--- src/rtl/clk_sleep_pkg.sv ---
`default_nettype none
package clk_sleep_pkg;

	// ----------------------------------------------------------------
	// Register map
	// ----------------------------------------------------------------
	localparam logic [3:0] ADDR_PRESCALE = 4'h0;
	localparam logic [3:0] ADDR_LOW_POWER = 4'h1;
	localparam logic [3:0] ADDR_SLEEP_STATUS = 4'h2;
	localparam int UNLOCK_BIT = 7;
	localparam int HALT_ARM_BIT = 0;
	localparam int MODE_LSB = 1;
	localparam int MODE_MSB = 3;
	localparam logic [3:0] CODE_FAST = 4'h0;
	localparam logic [3:0] CODE_SLOW = 4'h3;
	localparam logic [3:0] CODE_MAX = 4'h8;
	localparam logic [2:0] UNLOCK_CYCLES = 3'h4;
	localparam logic [2:0] WAKE_EXTRA_CYCLES = 3'h4;
	localparam logic [7:0] LOW_POWER_RESET = 8'h00;

	// ----------------------------------------------------------------
	// Modes and states
	// ----------------------------------------------------------------
	typedef enum logic [2:0] {
		MODE_IDLE = 3'h0,
		MODE_ADC_QUIET = 3'h1,
		MODE_POWER_DOWN = 3'h2,
		MODE_POWER_SAVE = 3'h3,
		MODE_STANDBY = 3'h6
	} power_mode_t;

	typedef enum logic [1:0] {
		ST_RUN = 2'h0,
		ST_SLEEP = 2'h1,
		ST_WAKE = 2'h3
	} sleep_state_t;

	typedef struct packed {
		logic [3:0] addr;
		logic [7:0] wdata;
		logic wr;
		logic rd;
	} reg_req_t;

	typedef struct packed {
		logic clk_cpu_en;
		logic clk_io_en;
		logic clk_adc_en;
		logic clk_async_en;
		logic osc_run;
	} clk_gate_t;

endpackage
`default_nettype wire

--- src/rtl/clock_prescaler_sleep_ctrl.sv ---
// The strobed register port and the register addresses are this design's own decisions.
`default_nettype none

// What this block does
// - New division takes effect within two edges
// - Unlock bit updates only with others zero
// - Unlock clears after four cycles or code
// - Rewriting unlock neither restarts nor clears
// - Division is two to the code power
// - Divided clock enables all synchronous logic
// - Reset code set by the slow fuse
// - Codes 0 to 8 writable regardless of fuse; higher codes clamp to 8
// - Sleep only when armed at sleep instruction
// - Mode code selects the sleep mode
// - Wake on interrupt, halt four extra cycles
// - Register contents kept across sleep
// - Reset during sleep restarts from vector
// - Switching gives no glitch, but may cut the tick period in progress short
// - Power-down stops all generated clocks except sys_clk_en, which keeps ticking
module clock_prescaler_sleep_ctrl #(
	parameter int CNT_W = 8
) (
	input wire logic clk,
	input wire logic arst_n,
	input wire logic initial_slow_fuse,
	input wire logic [3:0] addr,
	input wire logic [7:0] wdata,
	input wire logic wr,
	input wire logic rd,
	output logic [7:0] rdata,
	input wire logic sleep_instr,
	input wire logic wake_irq,
	input wire logic osc_ready,
	output logic sys_clk_en,
	output logic cpu_halt,
	output logic clk_cpu_en,
	output logic clk_io_en,
	output logic clk_adc_en,
	output logic clk_async_en,
	output logic osc_run,
	output logic wake_done
);

	// ----------------------------------------------------------------
	// State
	// ----------------------------------------------------------------
	typedef clk_sleep_pkg::sleep_state_t clock_sleep_state_t;

	typedef struct packed {
		logic [3:0] division_code;
		logic prescale_change_unlock;
		logic [2:0] unlock_cnt;
		logic halt_arm;
		logic [2:0] power_state_code;
		clock_sleep_state_t st;
		logic [2:0] mode;
		logic [2:0] wake_cnt;
		logic [CNT_W-1:0] div_cnt;
		logic tick;
		logic [7:0] rdata;
		logic fuse_done;
		logic wake_done;
	} state_t;

	state_t cur_ff;
	state_t nxt_s;
	clk_sleep_pkg::reg_req_t req;

	// ----------------------------------------------------------------
	// Register port
	// ----------------------------------------------------------------
	assign req = '{addr: addr, wdata: wdata, wr: wr, rd: rd};

	// ----------------------------------------------------------------
	// Decode helpers
	// ----------------------------------------------------------------
	// One compare for each write strobe; reads decode the same map in the read port case.
	function automatic logic reg_hit(input logic [3:0] a,
		input logic [3:0] target);
		reg_hit = (a == target);
	endfunction

	// Reserved division codes fall back to the slowest legal ratio.
	function automatic logic [3:0] clamp_code(input logic [3:0] c);
		if (c <= clk_sleep_pkg::CODE_MAX) begin
			clamp_code = c;
		end else begin
			clamp_code = clk_sleep_pkg::CODE_MAX;
		end
	endfunction

	function automatic logic [CNT_W-1:0] ratio_mask(input logic [3:0] c);
		logic [CNT_W:0] one;
		one = {{CNT_W{1'b0}}, 1'b1};
		ratio_mask = CNT_W'((one << c) - one);
	endfunction

	function automatic logic mode_ok(input logic [2:0] m);
		mode_ok = (m == clk_sleep_pkg::MODE_IDLE) ||
			(m == clk_sleep_pkg::MODE_ADC_QUIET) ||
			(m == clk_sleep_pkg::MODE_POWER_DOWN) ||
			(m == clk_sleep_pkg::MODE_POWER_SAVE) ||
			(m == clk_sleep_pkg::MODE_STANDBY);
	endfunction

	// ----------------------------------------------------------------
	// Next state
	// ----------------------------------------------------------------
	always_comb begin
		logic others_zero;
		logic wr_pre;
		logic wr_lp;
		logic [3:0] code_in;
		others_zero = 1'b0;
		wr_pre = 1'b0;
		wr_lp = 1'b0;
		code_in = 4'h0;
		nxt_s = cur_ff;
		nxt_s.wake_done = 1'b0;
		wr_pre = req.wr &&
			reg_hit(req.addr, clk_sleep_pkg::ADDR_PRESCALE);
		wr_lp = req.wr &&
			reg_hit(req.addr, clk_sleep_pkg::ADDR_LOW_POWER);
		others_zero = (req.wdata[6:0] == 7'h00);
		code_in = req.wdata[3:0];

		// ------------------------------------------------------------
		// Fuse load
		// ------------------------------------------------------------
		// The fuse is sampled after reset release; a strap may not feed
		// an asynchronously reset flop directly.
		if (!cur_ff.fuse_done) begin
			nxt_s.fuse_done = 1'b1;
			nxt_s.division_code = initial_slow_fuse ?
				clk_sleep_pkg::CODE_SLOW : clk_sleep_pkg::CODE_FAST;
			nxt_s.div_cnt = '0;
		end

		// ------------------------------------------------------------
		// Unlock window
		// ------------------------------------------------------------
		// Unlock timeout runs from the first set only.
		if (cur_ff.prescale_change_unlock) begin
			if (cur_ff.unlock_cnt == clk_sleep_pkg::UNLOCK_CYCLES - 3'h1) begin
				nxt_s.prescale_change_unlock = 1'b0;
			end else begin
				nxt_s.unlock_cnt = cur_ff.unlock_cnt + 3'h1;
			end
		end

		// ------------------------------------------------------------
		// Prescale writes
		// ------------------------------------------------------------
		if (wr_pre && cur_ff.fuse_done) begin
			if (req.wdata[clk_sleep_pkg::UNLOCK_BIT] && others_zero) begin
				if (!cur_ff.prescale_change_unlock) begin
					nxt_s.prescale_change_unlock = 1'b1;
					nxt_s.unlock_cnt = 3'h0;
				end
				// A rewrite keeps the running window as it is.
			end else if (!req.wdata[clk_sleep_pkg::UNLOCK_BIT]) begin
				if (cur_ff.prescale_change_unlock) begin
					// Reserved codes are held at the largest ratio.
					nxt_s.division_code = clamp_code(code_in);
					nxt_s.prescale_change_unlock = 1'b0;
				end
				// Without an open window the write is dropped.
			end
		end

		// ------------------------------------------------------------
		// Divider
		// ------------------------------------------------------------
		// Divider: the new ratio mask applies from the next compare, so the
		// period in progress may end early while the ratio changes.
		nxt_s.tick = 1'b0;
		if ((cur_ff.div_cnt & ratio_mask(cur_ff.division_code)) ==
			ratio_mask(cur_ff.division_code)) begin
			nxt_s.div_cnt = '0;
			nxt_s.tick = 1'b1;
		end else begin
			nxt_s.div_cnt = cur_ff.div_cnt + CNT_W'(1);
		end
		if (!cur_ff.fuse_done) begin
			nxt_s.div_cnt = '0;
			nxt_s.tick = 1'b0;
		end

		// ------------------------------------------------------------
		// Low power register
		// ------------------------------------------------------------
		if (wr_lp) begin
			nxt_s.halt_arm = req.wdata[clk_sleep_pkg::HALT_ARM_BIT];
			nxt_s.power_state_code =
				req.wdata[clk_sleep_pkg::MODE_MSB:clk_sleep_pkg::MODE_LSB];
		end

		// ------------------------------------------------------------
		// Sleep machine
		// ------------------------------------------------------------
		unique case (cur_ff.st)
			clk_sleep_pkg::ST_RUN: begin
				if (sleep_instr && cur_ff.halt_arm &&
					mode_ok(cur_ff.power_state_code)) begin
					nxt_s.st = clk_sleep_pkg::ST_SLEEP;
					nxt_s.mode = cur_ff.power_state_code;
				end
				// Unarmed or reserved code: nothing happens.
			end
			clk_sleep_pkg::ST_SLEEP: begin
				if (wake_irq) begin
					nxt_s.st = clk_sleep_pkg::ST_WAKE;
					nxt_s.wake_cnt = 3'h0;
				end
			end
			clk_sleep_pkg::ST_WAKE: begin
				if (osc_ready) begin
					if (cur_ff.wake_cnt ==
						clk_sleep_pkg::WAKE_EXTRA_CYCLES - 3'h1) begin
						nxt_s.st = clk_sleep_pkg::ST_RUN;
						nxt_s.wake_done = 1'b1;
					end else begin
						nxt_s.wake_cnt = cur_ff.wake_cnt + 3'h1;
					end
				end
			end
			default: begin
				nxt_s.st = clk_sleep_pkg::ST_RUN;
			end
		endcase

		// ------------------------------------------------------------
		// Read port
		// ------------------------------------------------------------
		// Read data stand for one cycle only; an idle port reads as zero.
		nxt_s.rdata = 8'h00;
		if (req.rd) begin
			unique case (req.addr)
				clk_sleep_pkg::ADDR_PRESCALE: begin
					nxt_s.rdata = {cur_ff.prescale_change_unlock, 3'h0,
						cur_ff.division_code};
				end
				clk_sleep_pkg::ADDR_LOW_POWER: begin
					nxt_s.rdata = {4'h0, cur_ff.power_state_code,
						cur_ff.halt_arm};
				end
				clk_sleep_pkg::ADDR_SLEEP_STATUS: begin
					nxt_s.rdata = {3'h0, cur_ff.mode, cur_ff.st};
				end
				default: begin
					nxt_s.rdata = 8'h00;
				end
			endcase
		end
	end

	// ----------------------------------------------------------------
	// Registers
	// ----------------------------------------------------------------
	// Reset clears the sleep machine, so execution restarts cleanly.
	always_ff @(posedge clk or negedge arst_n) begin
		if (!arst_n) begin
			cur_ff <= '0;
			cur_ff.st <= clk_sleep_pkg::ST_RUN;
		end else begin
			cur_ff <= nxt_s;
		end
	end

	// ----------------------------------------------------------------
	// Clock gating
	// ----------------------------------------------------------------
	clk_sleep_pkg::clk_gate_t gate;

	always_comb begin
		logic asleep;
		asleep = (cur_ff.st != clk_sleep_pkg::ST_RUN);
		gate = '{
			clk_cpu_en: 1'b1,
			clk_io_en: 1'b1,
			clk_adc_en: 1'b1,
			clk_async_en: 1'b1,
			osc_run: 1'b1
		};
		if (asleep) begin
			gate.clk_cpu_en = 1'b0;
			unique case (cur_ff.mode)
				clk_sleep_pkg::MODE_ADC_QUIET: begin
					gate.clk_io_en = 1'b0;
				end
				clk_sleep_pkg::MODE_POWER_DOWN: begin
					gate.clk_io_en = 1'b0;
					gate.clk_adc_en = 1'b0;
					gate.clk_async_en = 1'b0;
					gate.osc_run = 1'b0;
				end
				clk_sleep_pkg::MODE_POWER_SAVE: begin
					gate.clk_io_en = 1'b0;
					gate.clk_adc_en = 1'b0;
					gate.osc_run = 1'b0;
				end
				clk_sleep_pkg::MODE_STANDBY: begin
					gate.clk_io_en = 1'b0;
					gate.clk_adc_en = 1'b0;
					gate.clk_async_en = 1'b0;
				end
				default: begin
				end
			endcase
			if (cur_ff.st == clk_sleep_pkg::ST_WAKE) begin
				gate.osc_run = 1'b1;
			end
		end
	end

	// ----------------------------------------------------------------
	// Outputs
	// ----------------------------------------------------------------
	// The gated clocks only pulse on a divider tick, so every
	// synchronous peripheral slows with the selected ratio.
	logic [2:0] gate_sel;
	logic [2:0] gated;

	assign gate_sel = {gate.clk_adc_en, gate.clk_io_en, gate.clk_cpu_en};

	for (genvar g = 0; g < 3; g++) begin : g_gate
		assign gated[g] = cur_ff.tick && gate_sel[g];
	end

	assign sys_clk_en = cur_ff.tick;
	assign cpu_halt = (cur_ff.st != clk_sleep_pkg::ST_RUN);
	assign clk_cpu_en = gated[0];
	assign clk_io_en = gated[1];
	assign clk_adc_en = gated[2];
	assign clk_async_en = gate.clk_async_en;
	assign osc_run = gate.osc_run;
	assign rdata = cur_ff.rdata;
	assign wake_done = cur_ff.wake_done;

endmodule
`default_nettype wire

--- config.mk ---
export PLATFORM = sky130hd
export DESIGN_NAME = clock_prescaler_sleep_ctrl
export DESIGN_NICKNAME = d
export VERILOG_FILES = /design/src/rtl/clk_sleep_pkg.sv /design/src/rtl/clock_prescaler_sleep_ctrl.sv
export SDC_FILE = /design/constraint.sdc
export NUM_CORES = 1
export LEC_CHECK = 0
export BUFFER_PORTS_ARGS = -buffer_cell sky130_fd_sc_hd__clkbuf_2
export CAP_MARGIN = 20
export CORE_MARGIN = 3
export CORE_UTILIZATION = 50
export CTS_CLUSTER_SIZE = 10
export DETAILED_ROUTE_END_ITERATION = 6
export PLACE_DENSITY = 0.72
export SLEW_MARGIN = 20
export SYNTH_ARGS = -nofsm -noshare
export SYNTH_HDL_FRONTEND = slang
export SYNTH_SLANG_ARGS = --single-unit
--- constraint.sdc ---
create_clock -name clk -period 3.1 [get_ports clk]
set_clock_uncertainty 0.05 [all_clocks]
set_input_delay 0.155 -clock clk [delete_from_list [all_inputs] [get_ports clk]]
set_output_delay 0.155 -clock clk [all_outputs]
set_load 0.005 [all_outputs]
==> summary.txt <==
Reg clk slew, reported paths = 0.07 ns
DR WL met2 = 1826 microns
Pre-Repair DR Iteration Count = 4
Relative slew slack = 40.81%
Compound-Gate Fraction of Synth Area = 12.83%
Mapped cell area = 0.002068 sq mm
Register area share after synthesis = 44.77%
Clock sinks = 37
Clk buf depth = 2
Total power draw = 1.295 mW
CP required = 3.24 ns
CTS tree = built
Final Hold Viols = 0
Flops & latches, synth = 37
Crit. Startpoint = cur_ff[36]
Critical path class = reg -> reg
Final core occ = 59.61%
Top sig layer = met4
FF-to-FF path depth = 6
Netlist cell types = 45
Total gr overflow = 0
Starting Density = 54.05%
Crit path DAT = 2.73 ns
Worst reg2reg endpoint = cur_ff[17]
Cells after Synth = 212
Reg2reg start = cur_ff[36]
Core area = 0.003826 sq mm
Status = complete, no violations
Worst-Margin Slew = 0.8879 ns
Final wirelength = 3871 microns
Avg Inst Size Synth = 9.756 sq um
EDFF count, synth = 0
Routed length on met3 = 204 microns
Die Y-Extent = 70.32 microns
Simple-gate share of the synthesized area = 18.75%
CP endpoint = cur_ff[17]
# rows = 22
Primary FF master, synth = dfrtp_1
Reg2Reg Setup Slack = 0.50 ns
Xor and xnor fraction of the mapped netlist area = 3.811%
N_diodes = 0
Static Leak = 1.086 nW
Ports = 36
Synth Area in Adders = 3.025%
Htree depth = 2
First-pass GRT wire length = 6541 microns
Worst hold path class = in -> reg
Hold_buf cts = 1
Worst skew pair latency = 0.28 ns
Final #Nets = 260
Fraction of registers with async set/reset = 100.0%
Met1 WL = 1781 microns
DP HPWL = 2834 microns
P per Cell Area = 567.9 mW/mm^2
Vias in the first global route = 1465
Top cells by area, synth = dfrtp_1, mux2i_1, mux2_2
Fillcell total = 343
Largest net degree at the start of global routing = 38
IO buf count = 33
Setup crit end kind = register
Fraction of synthesized area in multiplexers = 9.195%
Synth cell count leaders = dfrtp_1, nand2_1, nor2_1, a21oi_1
Die area = 0.004944 sq mm
Area grow syn2layout = 10.28%
Critical path peak fanout = 11
DR vias = 1534
Critical path startpoint category = register
Worst vdd ir = 0.2841 mV
CTS Buf Count = 5
Final min period = 2.595 ns
Root Buffer = clkbuf_8
Antenna Nets Post-Route = 0
Fin crit share = 83.72%
Count leader, synth = dfrtp_1
Pins Over Slew Limit = 0
WL/cell = 13.68 microns
Synth area leader = dfrtp_1
Yosys top cell area share = 44.77%
Setup-failing EPs final = 0
Initial antenna violation count = 0
Layout cells sized above 1 = 21.70%
PostCTS Resize Cnt = 0
RSZ-0062 raised after global routing = no
Setup Fix Bufs, Post-CTS = 0
Total GRT Usage = 16.53%
DR iter-0 viols = 107
Fin Setup TNS = 0 ns
Max frequency = 385.3 MHz
Max-capacitance violation count = 0
Largest family of logic cells by synthesized area = simple AND/OR/NAND/NOR gates
Final GP Congestion = 0.7935
Die X = 70.32 microns
Synth warnings = 0
Drt via density = 5.420
Post-route DRC = 0
cell type report:
| type | instances | area (sq um) | share of cell area [%] |
|---|---|---|---|
| multi-input cells | 147 | 996.0 | 43.66 |
| repair buffers | 34 | 175.2 | 7.680 |
| flip-flops and latches | 37 | 925.9 | 40.59 |
| well taps | 48 | 60.06 | 2.633 |
| inverters | 10 | 37.54 | 1.646 |
| clock buffers | 7 | 86.33 | 3.785 |
state kept, by name, summed over array words and instances, names as in the netlist:
| register | cells |
|---|---|
| rdata | 6 |
| wake_done | 1 |
| cur_ff | 29 |
| sys_clk_en | 1 |
kinds of logic after synthesis:
logic type                 Yosys count
xor gates and xnor gates             9
AOI/OAI and AO/OA                   36
muxes                               18
other                                2
buffers and inverters               29
adders and majority gates            5
and+or+nand+nor                     76
DFF                                 37
worst min path at each step:
stage | startpoint | to | slack (ns) | depth (start not counted)
after floorplan | arst_n | cur_ff[11] | -0.19 | 0
after global placement | arst_n | cur_ff[33] | 0.27 | 1
after detailed placement | arst_n | cur_ff[33] | 0.28 | 1
after CTS | wake_irq | cur_ff[26] | 0.06 | 2
after global routing | wdata[2] | cur_ff[37] | 0.07 | 3
final | wake_irq | cur_ff[26] | 0.07 | 2
critical path, stage by stage, from the launching register on:
cell and delay (ns):
dfrtp_1 0.48, or4_4 0.58, ha_1 0.32, or3_1 0.34, a211oi_1 0.35, a311oi_4 0.13
a211oi_1 0.25
through the flow:
stage	setup slack (ns)	cell area, sq um	hold WS [ns]	instances
3_3_place_gp	0.5795	2185	0.2677	275
2_1_floorplan	0.6171	2072	-0.1906	213
6_report	0.5046	2281	0.06575	283
5_1_grt	0.3835	2281	0.07017	283
3_5_place_dp	0.4852	2185	0.2803	275
4_1_cts	0.4824	2281	0.05825	283
metal layers:
layer,up-vias,GRT usage [%]
met1,724,20.77
met3,8,4.748
li1,766,-
met4,0,5.745
met2,36,27.03
met5,-,0
power breakdown:
part           leakage [nW]  switching, mW  total (mW)  internal (mW)
Clock                0.0443          0.156       0.333          0.176
Sequential            0.486          0.101       0.652          0.551
Combinational         0.556          0.151       0.310          0.160
Total                  1.09          0.408        1.30          0.887
cell usage in the layout (no fill, tap or decap), drive strengths merged, types with 5 or more instances in the layout:
cell    instances
nand3           5
dfrtp          37
ha              5
a21oi          11
nor2b           5
clkbuf         40
inv            10
nor2           22
nand2          23
mux2            8
mux2i          10
a211oi          8
xnor2           6
Power figures use the tool's default switching activity.
